[config.mk]
export PLATFORM = sky130hd
export DESIGN_NAME = state_timer
export DESIGN_NICKNAME = d
export VERILOG_FILES = /design/src/verilog/state_timer.v
export VERILOG_INCLUDE_DIRS = /design/src /design/src/pkg
export SDC_FILE = /design/constraint.sdc
export NUM_CORES = 2
export LEC_CHECK = 0
export BUFFER_PORTS_ARGS = -buffer_cell sky130_fd_sc_hd__clkbuf_2
export CAP_MARGIN = 30
export CORE_ASPECT_RATIO = 1.1
export CORE_MARGIN = 8
export CORE_UTILIZATION = 50
export CTS_BUF_LIST = sky130_fd_sc_hd__clkbuf_8 sky130_fd_sc_hd__clkbuf_16
export DETAILED_ROUTE_END_ITERATION = 10
export PLACE_DENSITY = 0.66
export SLEW_MARGIN = 10
export SYNTH_ARGS = -nofsm -noshare
export SYNTH_HDL_FRONTEND = slang
export SYNTH_SLANG_ARGS = --single-unit
[constraint.sdc]
create_clock -name i_clk -period 8.36 [get_ports i_clk]
set_input_delay 0.836 -clock i_clk [delete_from_list [all_inputs] [get_ports i_clk]]
set_output_delay 0.836 -clock i_clk [all_outputs]
set_load 0.02 [all_outputs]
[src/pkg/state_timer_consts.vh]
// register offsets, field positions and reset values of the state timer
`ifndef STATE_TIMER_CONSTS_VH
`define STATE_TIMER_CONSTS_VH
`define ST_A_CFG 8'h00
`define ST_A_CTRL 8'h04
`define ST_A_COUNT 8'h08
`define ST_A_STATE 8'h0C
`define ST_A_INSEL 8'h10
`define ST_A_OUT 8'h14
`define ST_A_FLAG 8'h18
`define ST_A_MODE 8'h1C
`define ST_B_MATCH 3'h1
`define ST_B_CAPC 3'h2
`define ST_B_EVST 3'h3
`define ST_B_EVC 3'h4
`define ST_B_EVA 3'h5
`define CFG_UNIFY 0
`define CFG_INCLK 1
`define CFG_CKSEL_LO 2
`define CFG_BIDIR_L 4
`define CFG_BIDIR_H 5
`define CFG_ALIM_L 6
`define CFG_ALIM_H 7
`define CTRL_STOP_L 0
`define CTRL_HALT_L 1
`define CTRL_STOP_H 2
`define CTRL_HALT_H 3
`define CTRL_RST 4'hA
`define EVC_MSEL_LO 0
`define EVC_HALF 3
`define EVC_IOSEL_LO 4
`define EVC_IOCND_LO 8
`define EVC_COMB_LO 10
`define EVC_HOLD 12
`define EVC_DIR_LO 13
`define EVC_STLD 15
`define EVC_NXT_LO 16
`define EVA_LIMIT 6
`define EVA_STOP 7
`define EVA_START 8
`define EVA_HALT 9
`define EVA_DMA_LO 10
`define COND_LOW 2'h0
`define COND_RISE 2'h1
`define COND_FALL 2'h2
`define COND_HIGH 2'h3
`define COMB_OR 2'h0
`define COMB_MATCH 2'h1
`define COMB_IO 2'h2
`define DIR_UP 2'h1
`define DIR_DOWN 2'h2
`define MODE_ADC_LO 8
`endif

[src/verilog/state_timer.v]
// state timer: counters, match/capture, events, states, outputs, bus slave
//
// Decided for this implementation: the Avalon-MM interface to the registers and the register addresses.
`timescale 1ns/1ps
// Operation
// - one 32-bit or two 16-bit counters
// - eight states, changed only by events or bus writes
// - eight registers, each match or capture
// - four inputs, each with own source selector
// - same eight sources on every selector
// - six outputs routed to pins
// - counter clock: system clock or input
// - count up only or up-down
// - match events limit, stop, halt, toggle
// - capture loads counter on event trigger
// - six PWM outputs sharing one period
// - event is match, io condition or both
// - events limit, halt, start, stop counter
// - events change state, toggle, request dma
// - match 0 acts as automatic limit
// - events qualified by count direction
// - match held pending until event fires
// - event acts only in masked states, running; a start event also while stopped
// - state kept across counter wraps
// - one output selectable as adc trigger
`include "state_timer_consts.vh"
module state_timer (
  input wire i_clk,
  input wire i_nrst,
  input wire [7:0] i_address,
  input wire i_read,
  input wire i_write,
  input wire [31:0] i_writedata,
  output reg [31:0] o_readdata,
  output wire o_waitrequest,
  input wire [3:0] i_pin,
  input wire i_adc_thcmp,
  input wire i_cmp_out,
  input wire i_core_event_out,
  input wire i_core_debug_halt_flag,
  output wire [5:0] o_out,
  output wire o_adc_trig,
  output reg [1:0] o_dma_req,
  output reg [7:0] o_event_req
);
  // bus access to one of the eight-entry register arrays
  function hit8;
    input [7:0] a;
    input [2:0] b;
    begin
      hit8 = (a[7:5] == b);
    end
  endfunction
  // one count step: returns {down, value}
  function [32:0] step;
    input [31:0] v;
    input dn;
    input lim;
    input bi;
    input zero;
    begin
      if (!dn) begin
        if (lim && bi)
          step = {1'b1, v - 32'h1};
        else if (lim)
          step = {1'b0, 32'h0};
        else
          step = {1'b0, v + 32'h1};
      end else if (zero) begin
        step = {1'b0, v + 32'h1};
      end else begin
        step = {1'b1, v - 32'h1};
      end
    end
  endfunction
  // registers
  reg [7:0] cfg_q; // counter configuration
  reg [3:0] ctrl_q; // stop and halt per half
  reg [1:0] dir_q; // 1 while counting down, per half
  reg [31:0] cnt_q; // counter, low half and high half
  reg [2:0] state_q; // state variable
  reg [11:0] insel_q; // source choice per input
  reg [5:0] out_q; // output levels
  reg [7:0] flag_q; // sticky event flags
  reg [10:0] mode_q; // capture mode bits and adc output choice
  reg [31:0] mc_q [0:7]; // match or capture values
  reg [7:0] capc_q [0:7]; // events that capture into each register
  reg [7:0] evst_q [0:7]; // state mask per event
  reg [18:0] evc_q [0:7]; // condition per event
  reg [11:0] eva_q [0:7]; // actions per event
  reg [7:0] pend_q; // held match per event
  reg ack_q; // bus answer stage
  reg [7:0] s1_q; // first synchroniser stage
  reg [7:0] s2_q; // second synchroniser stage
  reg [9:0] iop_q; // io levels of the previous cycle
  reg [3:0] ckp_q; // previous input levels for clock edge
  // source synchroniser, one line per source
  // both stages run on the system clock; only the second stage feeds logic
  always @(posedge i_clk or negedge i_nrst) begin
    if (!i_nrst) begin
      s1_q <= 8'h00;
      s2_q <= 8'h00;
    end else begin
      s1_q <= {i_core_debug_halt_flag, i_core_event_out, i_cmp_out, i_adc_thcmp, i_pin};
      s2_q <= s1_q;
    end
  end
  // source selectors, identical on all four inputs
  wire [3:0] in_s;
  genvar g;
  generate
    for (g = 0; g < 4; g = g + 1) begin : g_in
      assign in_s[g] = s2_q[insel_q[3*g+2:3*g]];
    end
  endgenerate
  // io levels seen by the events: outputs 0-5 above inputs 0-3
  wire [9:0] iov = {out_q, in_s};
  // one 32-bit counter when set, two 16-bit halves when clear
  wire unify = cfg_q[`CFG_UNIFY];
  // input that clocks the counter in input-clock mode
  wire [1:0] csel = cfg_q[`CFG_CKSEL_LO+1:`CFG_CKSEL_LO];
  // word index inside one of the eight-entry register arrays
  wire [2:0] asel = i_address[4:2];
  // count enable: every clock, or a rising edge of the chosen input
  wire tick = cfg_q[`CFG_INCLK] ? (in_s[csel] & ~ckp_q[csel]) : 1'b1;
  // a half runs while it is neither stopped nor halted
  wire [1:0] run = {~ctrl_q[`CTRL_STOP_H] & ~ctrl_q[`CTRL_HALT_H],
                    ~ctrl_q[`CTRL_STOP_L] & ~ctrl_q[`CTRL_HALT_L]};
  // match compare per register, full width and per half
  wire [7:0] m_u;
  wire [7:0] m_l;
  wire [7:0] m_h;
  generate
    for (g = 0; g < 8; g = g + 1) begin : g_m
      assign m_u[g] = ~mode_q[g] & (cnt_q == mc_q[g]);
      assign m_l[g] = ~mode_q[g] & (cnt_q[15:0] == mc_q[g][15:0]);
      assign m_h[g] = ~mode_q[g] & (cnt_q[31:16] == mc_q[g][31:16]);
    end
  endgenerate
  // event evaluation
  // fire: event taken this cycle; fh: the half that it acts on
  wire [7:0] fire;
  wire [7:0] fh;
  wire [7:0] mraw;
  generate
    for (g = 0; g < 8; g = g + 1) begin : g_ev
      wire [18:0] c = evc_q[g];
      wire h = c[`EVC_HALF] & ~unify;
      wire [2:0] ms = c[`EVC_MSEL_LO+2:`EVC_MSEL_LO];
      wire [3:0] is = c[`EVC_IOSEL_LO+3:`EVC_IOSEL_LO];
      // io indices above the ten real lines read as a steady low
      wire lv = (is < 4'hA) ? iov[is] : 1'b0;
      wire pv = (is < 4'hA) ? iop_q[is] : 1'b0;
      reg io;
      reg cb;
      wire mt = mraw[g] | pend_q[g];
      wire dok = (c[`EVC_DIR_LO+1:`EVC_DIR_LO] == `DIR_UP) ? ~dir_q[h] :
                 (c[`EVC_DIR_LO+1:`EVC_DIR_LO] == `DIR_DOWN) ? dir_q[h] : 1'b1;
      wire hlt = h ? ctrl_q[`CTRL_HALT_H] : ctrl_q[`CTRL_HALT_L];
      // a start event may fire while stopped, never while halted
      wire act = run[h] | (~hlt & eva_q[g][`EVA_START]);
      assign fh[g] = h;
      assign mraw[g] = unify ? m_u[ms] : (h ? m_h[ms] : m_l[ms]);
      // io condition and combination with the match
      always @* begin
        case (c[`EVC_IOCND_LO+1:`EVC_IOCND_LO])
          `COND_LOW: io = ~lv;
          `COND_RISE: io = lv & ~pv;
          `COND_FALL: io = ~lv & pv;
          default: io = lv;
        endcase
        case (c[`EVC_COMB_LO+1:`EVC_COMB_LO])
          `COMB_OR: cb = mt | io;
          `COMB_MATCH: cb = mt;
          `COMB_IO: cb = io;
          default: cb = mt & io;
        endcase
      end
      assign fire[g] = tick & evst_q[g][state_q] & act & dok & cb;
    end
  endgenerate
  // per-event action collection
  reg [1:0] lim;
  reg [1:0] stp;
  reg [1:0] stt;
  reg [1:0] hlt_e;
  reg [5:0] tog;
  reg [1:0] dma;
  reg ld;
  reg [2:0] nxt;
  integer e;
  always @* begin
    lim = 2'b00;
    stp = 2'b00;
    stt = 2'b00;
    hlt_e = 2'b00;
    tog = 6'h00;
    dma = 2'b00;
    ld = 1'b0;
    nxt = state_q;
    for (e = 0; e < 8; e = e + 1) begin
      if (fire[e]) begin
        lim[fh[e]] = lim[fh[e]] | eva_q[e][`EVA_LIMIT];
        stp[fh[e]] = stp[fh[e]] | eva_q[e][`EVA_STOP];
        stt[fh[e]] = stt[fh[e]] | eva_q[e][`EVA_START];
        hlt_e[fh[e]] = hlt_e[fh[e]] | eva_q[e][`EVA_HALT];
        tog = tog ^ eva_q[e][5:0];
        dma = dma | eva_q[e][`EVA_DMA_LO+1:`EVA_DMA_LO];
        // with several state loads at once the highest event index wins
        if (evc_q[e][`EVC_STLD]) begin
          ld = 1'b1;
          nxt = evc_q[e][`EVC_NXT_LO+2:`EVC_NXT_LO];
        end
      end
    end
    // match 0 as automatic limit
    lim[0] = lim[0] | (cfg_q[`CFG_ALIM_L] & (unify ? m_u[0] : m_l[0]));
    lim[1] = lim[1] | (cfg_q[`CFG_ALIM_H] & m_h[0] & ~unify);
  end
  // counter steps for full width and each half
  wire [32:0] nu = step(cnt_q, dir_q[0], lim[0], cfg_q[`CFG_BIDIR_L], cnt_q == 32'h0);
  wire [32:0] nl = step({16'h0, cnt_q[15:0]}, dir_q[0], lim[0], cfg_q[`CFG_BIDIR_L],
                        cnt_q[15:0] == 16'h0);
  wire [32:0] nh = step({16'h0, cnt_q[31:16]}, dir_q[1], lim[1], cfg_q[`CFG_BIDIR_H],
                        cnt_q[31:16] == 16'h0);
  // bus handshake: one wait cycle, then answer
  wire req = i_read | i_write;
  // writes land only in the answer cycle, once per request
  wire wr = i_write & ack_q;
  // waitrequest stays low while the bus is idle
  assign o_waitrequest = req & ~ack_q;
  // adc trigger taken from one chosen output; choices 6 and 7 give a quiet low
  // instead of an unknown, since only six outputs exist
  wire [7:0] out_x = {2'b00, out_q};
  assign o_adc_trig = out_x[mode_q[`MODE_ADC_LO+2:`MODE_ADC_LO]];
  assign o_out = out_q;
  // main sequential process: counters, state, outputs, captures, bus writes
  integer i;
  always @(posedge i_clk or negedge i_nrst) begin
    if (!i_nrst) begin
      cfg_q <= 8'h00;
      ctrl_q <= `CTRL_RST;
      dir_q <= 2'b00;
      cnt_q <= 32'h0;
      state_q <= 3'h0;
      insel_q <= 12'h000;
      out_q <= 6'h00;
      flag_q <= 8'h00;
      mode_q <= 11'h000;
      pend_q <= 8'h00;
      iop_q <= 10'h000;
      ckp_q <= 4'h0;
      o_dma_req <= 2'b00;
      o_event_req <= 8'h00;
      for (i = 0; i < 8; i = i + 1) begin
        mc_q[i] <= 32'h0;
        capc_q[i] <= 8'h00;
        evst_q[i] <= 8'h00;
        evc_q[i] <= 19'h0;
        eva_q[i] <= 12'h000;
      end
    end else begin
      iop_q <= iov;
      ckp_q <= in_s;
      o_dma_req <= dma;
      // event request lines pulse one cycle per firing
      o_event_req <= fire;
      // flags: set wins over a clear in the same cycle
      flag_q <= (flag_q & ~((wr && i_address == `ST_A_FLAG) ? i_writedata[7:0] : 8'h00)) | fire;
      // held matches live until their event fires
      // a fired event consumes its own held match
      pend_q <= (pend_q | (mraw & {evc_q[7][`EVC_HOLD], evc_q[6][`EVC_HOLD],
                 evc_q[5][`EVC_HOLD], evc_q[4][`EVC_HOLD], evc_q[3][`EVC_HOLD],
                 evc_q[2][`EVC_HOLD], evc_q[1][`EVC_HOLD], evc_q[0][`EVC_HOLD]})) & ~fire;
      // state changes only on events or bus writes; wraps leave it alone
      if (wr && i_address == `ST_A_STATE)
        state_q <= i_writedata[2:0];
      else if (ld)
        state_q <= nxt;
      // output toggles
      if (wr && i_address == `ST_A_OUT)
        out_q <= i_writedata[5:0];
      else
        out_q <= out_q ^ tog;
      // stop, start and halt per half
      // halt clears only by a bus write; a start event clears stop
      if (wr && i_address == `ST_A_CTRL) begin
        ctrl_q <= i_writedata[3:0];
      end else begin
        ctrl_q[`CTRL_STOP_L] <= (ctrl_q[`CTRL_STOP_L] & ~stt[0]) | stp[0];
        ctrl_q[`CTRL_HALT_L] <= ctrl_q[`CTRL_HALT_L] | hlt_e[0];
        ctrl_q[`CTRL_STOP_H] <= (ctrl_q[`CTRL_STOP_H] & ~stt[1]) | stp[1];
        ctrl_q[`CTRL_HALT_H] <= ctrl_q[`CTRL_HALT_H] | hlt_e[1];
      end
      // counting
      if (wr && i_address == `ST_A_COUNT) begin
        cnt_q <= i_writedata;
      end else if (unify) begin
        if (tick && run[0]) begin
          cnt_q <= nu[31:0];
          dir_q[0] <= nu[32];
        end
      end else begin
        // split mode: no carry passes between the halves
        if (tick && run[0]) begin
          cnt_q[15:0] <= nl[15:0];
          dir_q[0] <= nl[32];
        end
        if (tick && run[1]) begin
          cnt_q[31:16] <= nh[15:0];
          dir_q[1] <= nh[32];
        end
      end
      // configuration writes
      if (wr && i_address == `ST_A_CFG)
        cfg_q <= i_writedata[7:0];
      if (wr && i_address == `ST_A_INSEL)
        insel_q <= i_writedata[11:0];
      if (wr && i_address == `ST_A_MODE)
        mode_q <= i_writedata[10:0];
      // register arrays and captures
      for (i = 0; i < 8; i = i + 1) begin
        // a bus write wins over a capture in the same cycle
        if (wr && hit8(i_address, `ST_B_MATCH) && asel == i[2:0])
          mc_q[i] <= i_writedata;
        else if (mode_q[i] && |(fire & capc_q[i]))
          mc_q[i] <= cnt_q;
        if (wr && hit8(i_address, `ST_B_CAPC) && asel == i[2:0])
          capc_q[i] <= i_writedata[7:0];
        if (wr && hit8(i_address, `ST_B_EVST) && asel == i[2:0])
          evst_q[i] <= i_writedata[7:0];
        if (wr && hit8(i_address, `ST_B_EVC) && asel == i[2:0])
          evc_q[i] <= i_writedata[18:0];
        if (wr && hit8(i_address, `ST_B_EVA) && asel == i[2:0])
          eva_q[i] <= i_writedata[11:0];
      end
    end
  end
  // bus answer and read data
  always @(posedge i_clk or negedge i_nrst) begin
    if (!i_nrst) begin
      ack_q <= 1'b0;
      o_readdata <= 32'h0;
    end else begin
      ack_q <= req & ~ack_q;
      if (i_read && !ack_q) begin
        // unmapped addresses and unused upper bits read as zero
        o_readdata <= 32'h0;
        case (i_address)
          `ST_A_CFG: o_readdata <= {24'h0, cfg_q};
          `ST_A_CTRL: o_readdata <= {26'h0, dir_q, ctrl_q};
          `ST_A_COUNT: o_readdata <= cnt_q;
          `ST_A_STATE: o_readdata <= {29'h0, state_q};
          `ST_A_INSEL: o_readdata <= {20'h0, insel_q};
          `ST_A_OUT: o_readdata <= {26'h0, out_q};
          `ST_A_FLAG: o_readdata <= {24'h0, flag_q};
          `ST_A_MODE: o_readdata <= {21'h0, mode_q};
          default: begin
            if (hit8(i_address, `ST_B_MATCH))
              o_readdata <= mc_q[i_address[4:2]];
            else if (hit8(i_address, `ST_B_CAPC))
              o_readdata <= {24'h0, capc_q[i_address[4:2]]};
            else if (hit8(i_address, `ST_B_EVST))
              o_readdata <= {24'h0, evst_q[i_address[4:2]]};
            else if (hit8(i_address, `ST_B_EVC))
              o_readdata <= {13'h0, evc_q[i_address[4:2]]};
            else if (hit8(i_address, `ST_B_EVA))
              o_readdata <= {20'h0, eva_q[i_address[4:2]]};
          end
        endcase
      end
    end
  end
endmodule
* Word level (Yosys, flattened, before mapping)
Index checks and enable logic that the tools add are counted.
W data, S select, Z words.
** Storage, ports and cells
- Output and inout bits :: 50
- Flip-flop bits (word level) :: 799
- Word-level logic and storage cells :: 1037
** Operators by class
- $add $sub $neg :: 6
- Reduce and logical (&&, ||, !) cells :: 118
- Bitwise operators :: 254
- Multiplexer cells :: 459
- $lt $le $gt $ge :: 48
- Eq/ne operators :: 92
** Operator list (number)
- $mux W32 :: 23
- $mux W33 :: 9
- $eq A16 B16 Y1 :: 16
- $eq A32 B32 Y1 :: 8
- $pmux W32 S8 :: 1
- $mux W1 :: 229
- $bmux W1 S3 :: 37
- $and A1 B1 Y1 :: 106
- $bmux W32 S3 :: 1
- $mux W19 :: 5
- $and A8 B8 Y8 :: 11
- $mux W2 :: 40
- $logic_and A1 B1 Y1 :: 74
- $bmux W1 S4 :: 16
- $reduce_or A8 Y1 :: 8
- $or A1 B1 Y1 :: 63
- $bmux W19 S3 :: 1
- $bwmux W2 :: 28
- $lt A3 B4 Y1 const B :: 14
- $mux W3 :: 18
- $mux W6 :: 9
- $not A1 Y1 :: 50
- $bmux W8 S3 :: 2
- $eq A2 B1 Y1 const B :: 24
- 43 further kinds :: 184

* Logic depth before layout (Yosys ltp)
- Depth after elaboration :: 54
- Mapped depth :: 20
- Gate-level depth less buffers :: 15

* Worst setup path after synthesis
No wires, ideal clock.
- Path type :: register to register
- Start point :: reg cnt_q[16]
- End point :: reg cnt_q[29]
- Period minus slack after synthesis :: 4.314 ns
- Setup time :: 0.138 ns
- Data arrival time :: 4.176 ns
- Cell stages (with the launch flop) :: 19
- Path buffers :: 4
- Path slack :: 4.046 ns
- Data required time :: 8.222 ns
- Cell sequence :: dfrtp_1 -> buf_2 -> clkbuf_1 -> clkinv_1 -> ha_1 -> nand2_1 -> or3_1 -> or2_1 -> clkbuf_1 -> or3b_1 -> or3_1 -> or3_1 -> buf_2 -> nor2_1 -> a21o_1 -> a21oi_1 -> mux2_2 -> a31oi_1 -> o211ai_1
** On the way
- Longest elaborated chain between the ends :: 53
- Elaborated cells between the ends (all ways) :: 182
** Ends and longest elaborated chain
- start, declared :: RTL line state_timer.v:80 : reg [31:0] cnt_q;
- start signal, assigned :: RTL line state_timer.v:297 : cnt_q <= i_writedata;
- start signal, assigned :: RTL line state_timer.v:300 : cnt_q <= nu[31:0];
- start signal, assigned :: RTL line state_timer.v:310 : cnt_q[31:16] <= nh[15:0];
- $eq A16 B16 Y1 :: RTL line state_timer.v:137 : assign m_h[g] = ~mode_q[g] & (cnt_q[31:16] == mc_q[g][31:16]);
- $and A1 B1 Y1 :: RTL line state_timer.v:137
- $bmux W1 S3 :: RTL line state_timer.v:163 : assign mraw[g] = unify ? m_u[ms] : (h ? m_h[ms] : m_l[ms]);
- $mux W1 (implied by the code) :: RTL line state_timer.v:163
- $mux W1 (2 in a row) :: RTL line state_timer.v:163
- $or A1 B1 Y1 :: RTL line state_timer.v:156 : wire mt = mraw[g] | pend_q[g];
- $and A1 B1 Y1 or $or A1 B1 Y1 (tied branches) :: RTL line state_timer.v:176, state_timer.v:173
- $pmux W1 S3 :: RTL line state_timer.v:172 : case (c[`EVC_COMB_LO+1:`EVC_COMB_LO])
- [... 36 more ...]
- $mux W2 :: RTL line state_timer.v:202 : if (fire[e]) begin
- $or A1 B1 Y1, on equally long branches :: RTL line state_timer.v:218, state_timer.v:217
- $mux W17 (tied with other cells) :: RTL line state_timer.v:65 : else if (lim)
- $mux W33 :: RTL line state_timer.v:63 : if (lim && bi)
- $mux W33 :: RTL line state_timer.v:62 : if (!dn) begin
- $mux W16 or $mux W32 (tied branches) :: RTL line state_timer.v:309, state_timer.v:299
- $mux W32 (*) :: RTL line state_timer.v:298 : end else if (unify) begin
- $mux W32 (*) :: RTL line state_timer.v:296 : if (wr && i_address == `ST_A_COUNT) begin
Mark *: on every way between the ends. The rest lies on a longest branch, timed or not. The select of a mux whose other input is x is not followed.
A chain may end at the register's enable or synchronous reset.

* Final worst setup path
- Start point :: reg cnt_q[30]
- End point :: reg cnt_q[31]
Same word-level chain as after synthesis.

==> impl_metrics.py <==
metrics = {
    "sta": {
        "fmax_ghz": 0.1426,
        "finalHoldViolCount": 0,
        "final.setup_skew_ns": 0.04065,
        "rsz0062_at_grt": "false",
        "tns_ns": 0,
        "slew_headroom": 0.2633,
        "tightest_slew_ns": 1.102,
        "finalCriticalPeriod_ns": 7.011,
        "finalSetupViolations": 0,
        "post-route-period-util": 0.8386,
        "final-max-slew-violation-count": 0,
    },
    "synth": {
        "synth_enable_flop_cells": 0,
        "avgSynthCellArea_um2": 10.18,
        "synth-async-reset-ratio": 1.000,
        "synth.top_cell.area_share": 0.3875,
        "synth_top_family_by_area": "multiplexers",
        "syn_inst": 5031,
        "synth-seq-cells": 795,
        "synth_nets": 5088,
        "synth_area_leaders": "dfrtp_1 39%, mux4_2 9.3%, mux2_2 8.5%",
        "yosysWarnings": 0,
        "synthAdderAreaFrac": 0.001222,
        "syn_area_um2": 51210,
        "ys_seq_area_frac": 0.3885,
        "synth_mux_area_frac": 0.2528,
        "synth_xor_area_frac": 0.05763,
        "synth_compound_area_frac": 0.1296,
        "synth_ff_type": "dfrtp_1",
        "synth_top_area_cell": "dfrtp_1",
        "synthSimpleGateAreaFrac": 0.1226,
        "synthDistinctLibCells": 105,
    },
    "final_layout": {
        "layout_commonest_cell": "dfrtp_1",
        "nets": 4907,
        "area_delta_synth_final_pct": 8.632,
        "drive_above_1_share": 0.2157,
        "fillers": 9041,
        "final_cell_count_no_fill": 6309,
        "layout_common_cells": "793 x dfrtp_1, 468 x nor2_1, 385 x mux2_2, 379 x mux2i_1, 364 x a21oi_1",
    },
    "floorplan": {
        "io_pins": 102,
        "start_util": 0.5027,
        "core_area_um2": 101900,
        "die-area_um2": 112900,
        "rows": 123,
        "fp.dieW_um": 321.1,
        "die_h_um": 351.7,
    },
    "clocking": {
        "ctsHoldBuffers": 0,
        "cts_tree": "yes",
        "numCtsBuffers": 90,
        "root_buffer": "clkbuf_16",
        "ctsLongestPathBuffers": 3,
        "htree_num_levels": 3,
        "cts_sinks": 795,
        "post_cts_buffers": 0,
        "clock_insertion_delay_worst_skew_ns": 0.69,
        "ctsResizeCount": 0,
        "clkTransAtPathRegs_ns": 0.06,
    },
    "worst_setup_path": {
        "start_kind": "flip-flop",
        "endpoint_kind": "flip-flop",
        "cp.required_ns": 8.94,
        "critPathMaxFanout": 34,
        "worstPathArrival_ns": 7.59,
        "critical_path_class": "flip-flop to flip-flop",
    },
    "grt": {
        "grt_pass1_wl_mm": 285.2,
        "antenna_found_initial": 18,
        "grt_max_degree": 142,
        "grt_pass1_vias": 41930,
        "grt-ovfl-total": 0,
        "grt_use_total": 0.3342,
    },
    "place": {
        "dpl.cell_count": 6129,
        "dp_hpwl_mm": 133.2,
        "gp_congestion": 1.060,
        "port_buffers": 101,
    },
    "detailed_routing": {
        "drtAntennaViolNets": 0,
        "drc": 0,
        "first_pass_iters": 8,
        "wl_per_cell_um": 30.62,
        "drt_wl_total_mm": 193.2,
        "num_vias": 43490,
        "viasPerCell": 6.894,
        "first_iter_violations": 6275,
    },
    "worst_hold_path": {
        "hold_path.class": "input pin to asynchronous set/reset pin",
    },
    "power": {
        "leakage_nw": 22.98,
        "peakVddDrop_uv": 178.5,
        "power.density_nw_per_um2": 188.8,
    },
    "flow_run": {
        "maxCapViolCount": 0,
    },
    "status": {
        "status": "complete, no violations",
    },
}
==> per-layer routing <==
metal	GRT usage	wire length (µm)
met5	0	60
met4	0.2172	14570
met2	0.5090	85790
met1	0.4307	72310
met3	0.07376	20460
==> Yosys cell counts (all sizes together) (27+ instances only) <==
master  count
a211oi     29
a21o       30
a21oi     369
a22oi      41
a31oi      36
and3       27
buf       208
clkbuf    298
dfrtp     793
inv        59
mux2      388
mux2i     379
mux4      212
nand2     297
nand2b     38
nand3      89
nand4      45
nor2      488
nor2b      46
nor3       97
nor4       82
o21ai     189
o22ai      38
o31ai      27
or3        29
xnor2     103
xor2      234
==> stage by stage <==
stage | area [µm²] | hold WS [ns] | setup slack [ns] | power [mW] | util
after global placement | 52320 | 0.3412 | 1.803 | 6.358 | 0.5135
final | 55630 | 0.1294 | 1.349 | 10.51 | 0.5461
after global routing | 55600 | 0.1926 | 1.315 | 10.82 | 0.5458
after CTS | 55530 | 0.1506 | 1.717 | 10.48 | 0.5450
after detailed placement | 52490 | 0.3364 | 1.733 | 6.398 | 0.5152
after floorplan | 51210 | 0.3312 | 4.046 | 5.716 | -
==> layout make-up <==
| class | count | area (µm²) | area share |
|---|---|---|---|
| Clock inverter | 48 | 454.2 | 0.008164 |
| Inverter | 64 | 240.2 | 0.004318 |
| Multi-Input combinational cell | 3666 | 29010 | 0.5214 |
| Tap cell | 1375 | 1720 | 0.03092 |
| Timing Repair Buffer | 233 | 1695 | 0.03047 |
| Sequential cell | 795 | 19900 | 0.3576 |
| Antenna cell | 14 | 35.03 | 0.0006297 |
| Clock buffer | 114 | 2582 | 0.04642 |
==> flip-flops by register name, indices dropped and copies added, names as in the netlist <==
signal / flops
o_dma_req: 2
pend_q: 8
iop_q: 7
eva_q: 96
s2_q: 8
g_ev.c: 152
mc_q: 256
cfg_q: 8
cnt_q: 32
evst_q: 64
s1_q: 8
flag_q: 8
capc_q: 64
o_out: 6
o_event_req: 8
ckp_q: 3
ack_q: 1
mode_q: 11
ctrl_q: 4
insel_q: 12
o_readdata: 32
state_q: 3
dir_q: 2
==> path summary, 6_finish.rpt <==
check                                   to        startpoint  cells after the start  slack (ns)
worst max-delay path             cnt_q[31]         cnt_q[30]                     16        1.35
worst min-delay path               s1_q[7]            i_nrst                      1        0.13
worst max register to register   cnt_q[31]         cnt_q[30]                     16        1.35
worst min register to register     s2_q[3]           s1_q[3]                      0        0.35
max in group asynchronous       evst_q[28]            i_nrst                      3        6.00
min in group i_clk                 s1_q[6]  i_core_event_out                      1        0.28
==> cell families after synthesis <==
group / count (synthesis)
adder cells (fa/ha/maj): 5
XOR/XNOR: 337
flip-flops: 795
multiplexers: 979
buffers and inverters: 570
AO/OA/AOI/OAI: 1019
AND/OR/NAND/NOR: 1326
==> power by group <==
part / internal (mW) / leakage [nW] / switching [mW]
Combinational: 0.733 / 11.0 / 0.972
Clock: 2.39 / 1.58 / 1.72
Sequential: 4.22 / 10.4 / 0.477
==> critical path: stages (launching register included) <==
cell and delay, ns:
dfrtp_1 0.73, buf_4 0.36, xor2_1 0.11, nor4_1 0.40, nand4_1 0.85, nor3_2 0.89, a22oi_1 0.19, a32oi_1 0.26
a22o_1 0.31, o31a_1 0.67, a32o_1 0.27, a311o_2 0.21, buf_4 0.39, nor2_2 0.24, nor3_1 0.65, a21oi_1 0.13
o221ai_1 0.21
Note: power is estimated with default switching activity, not from simulation.
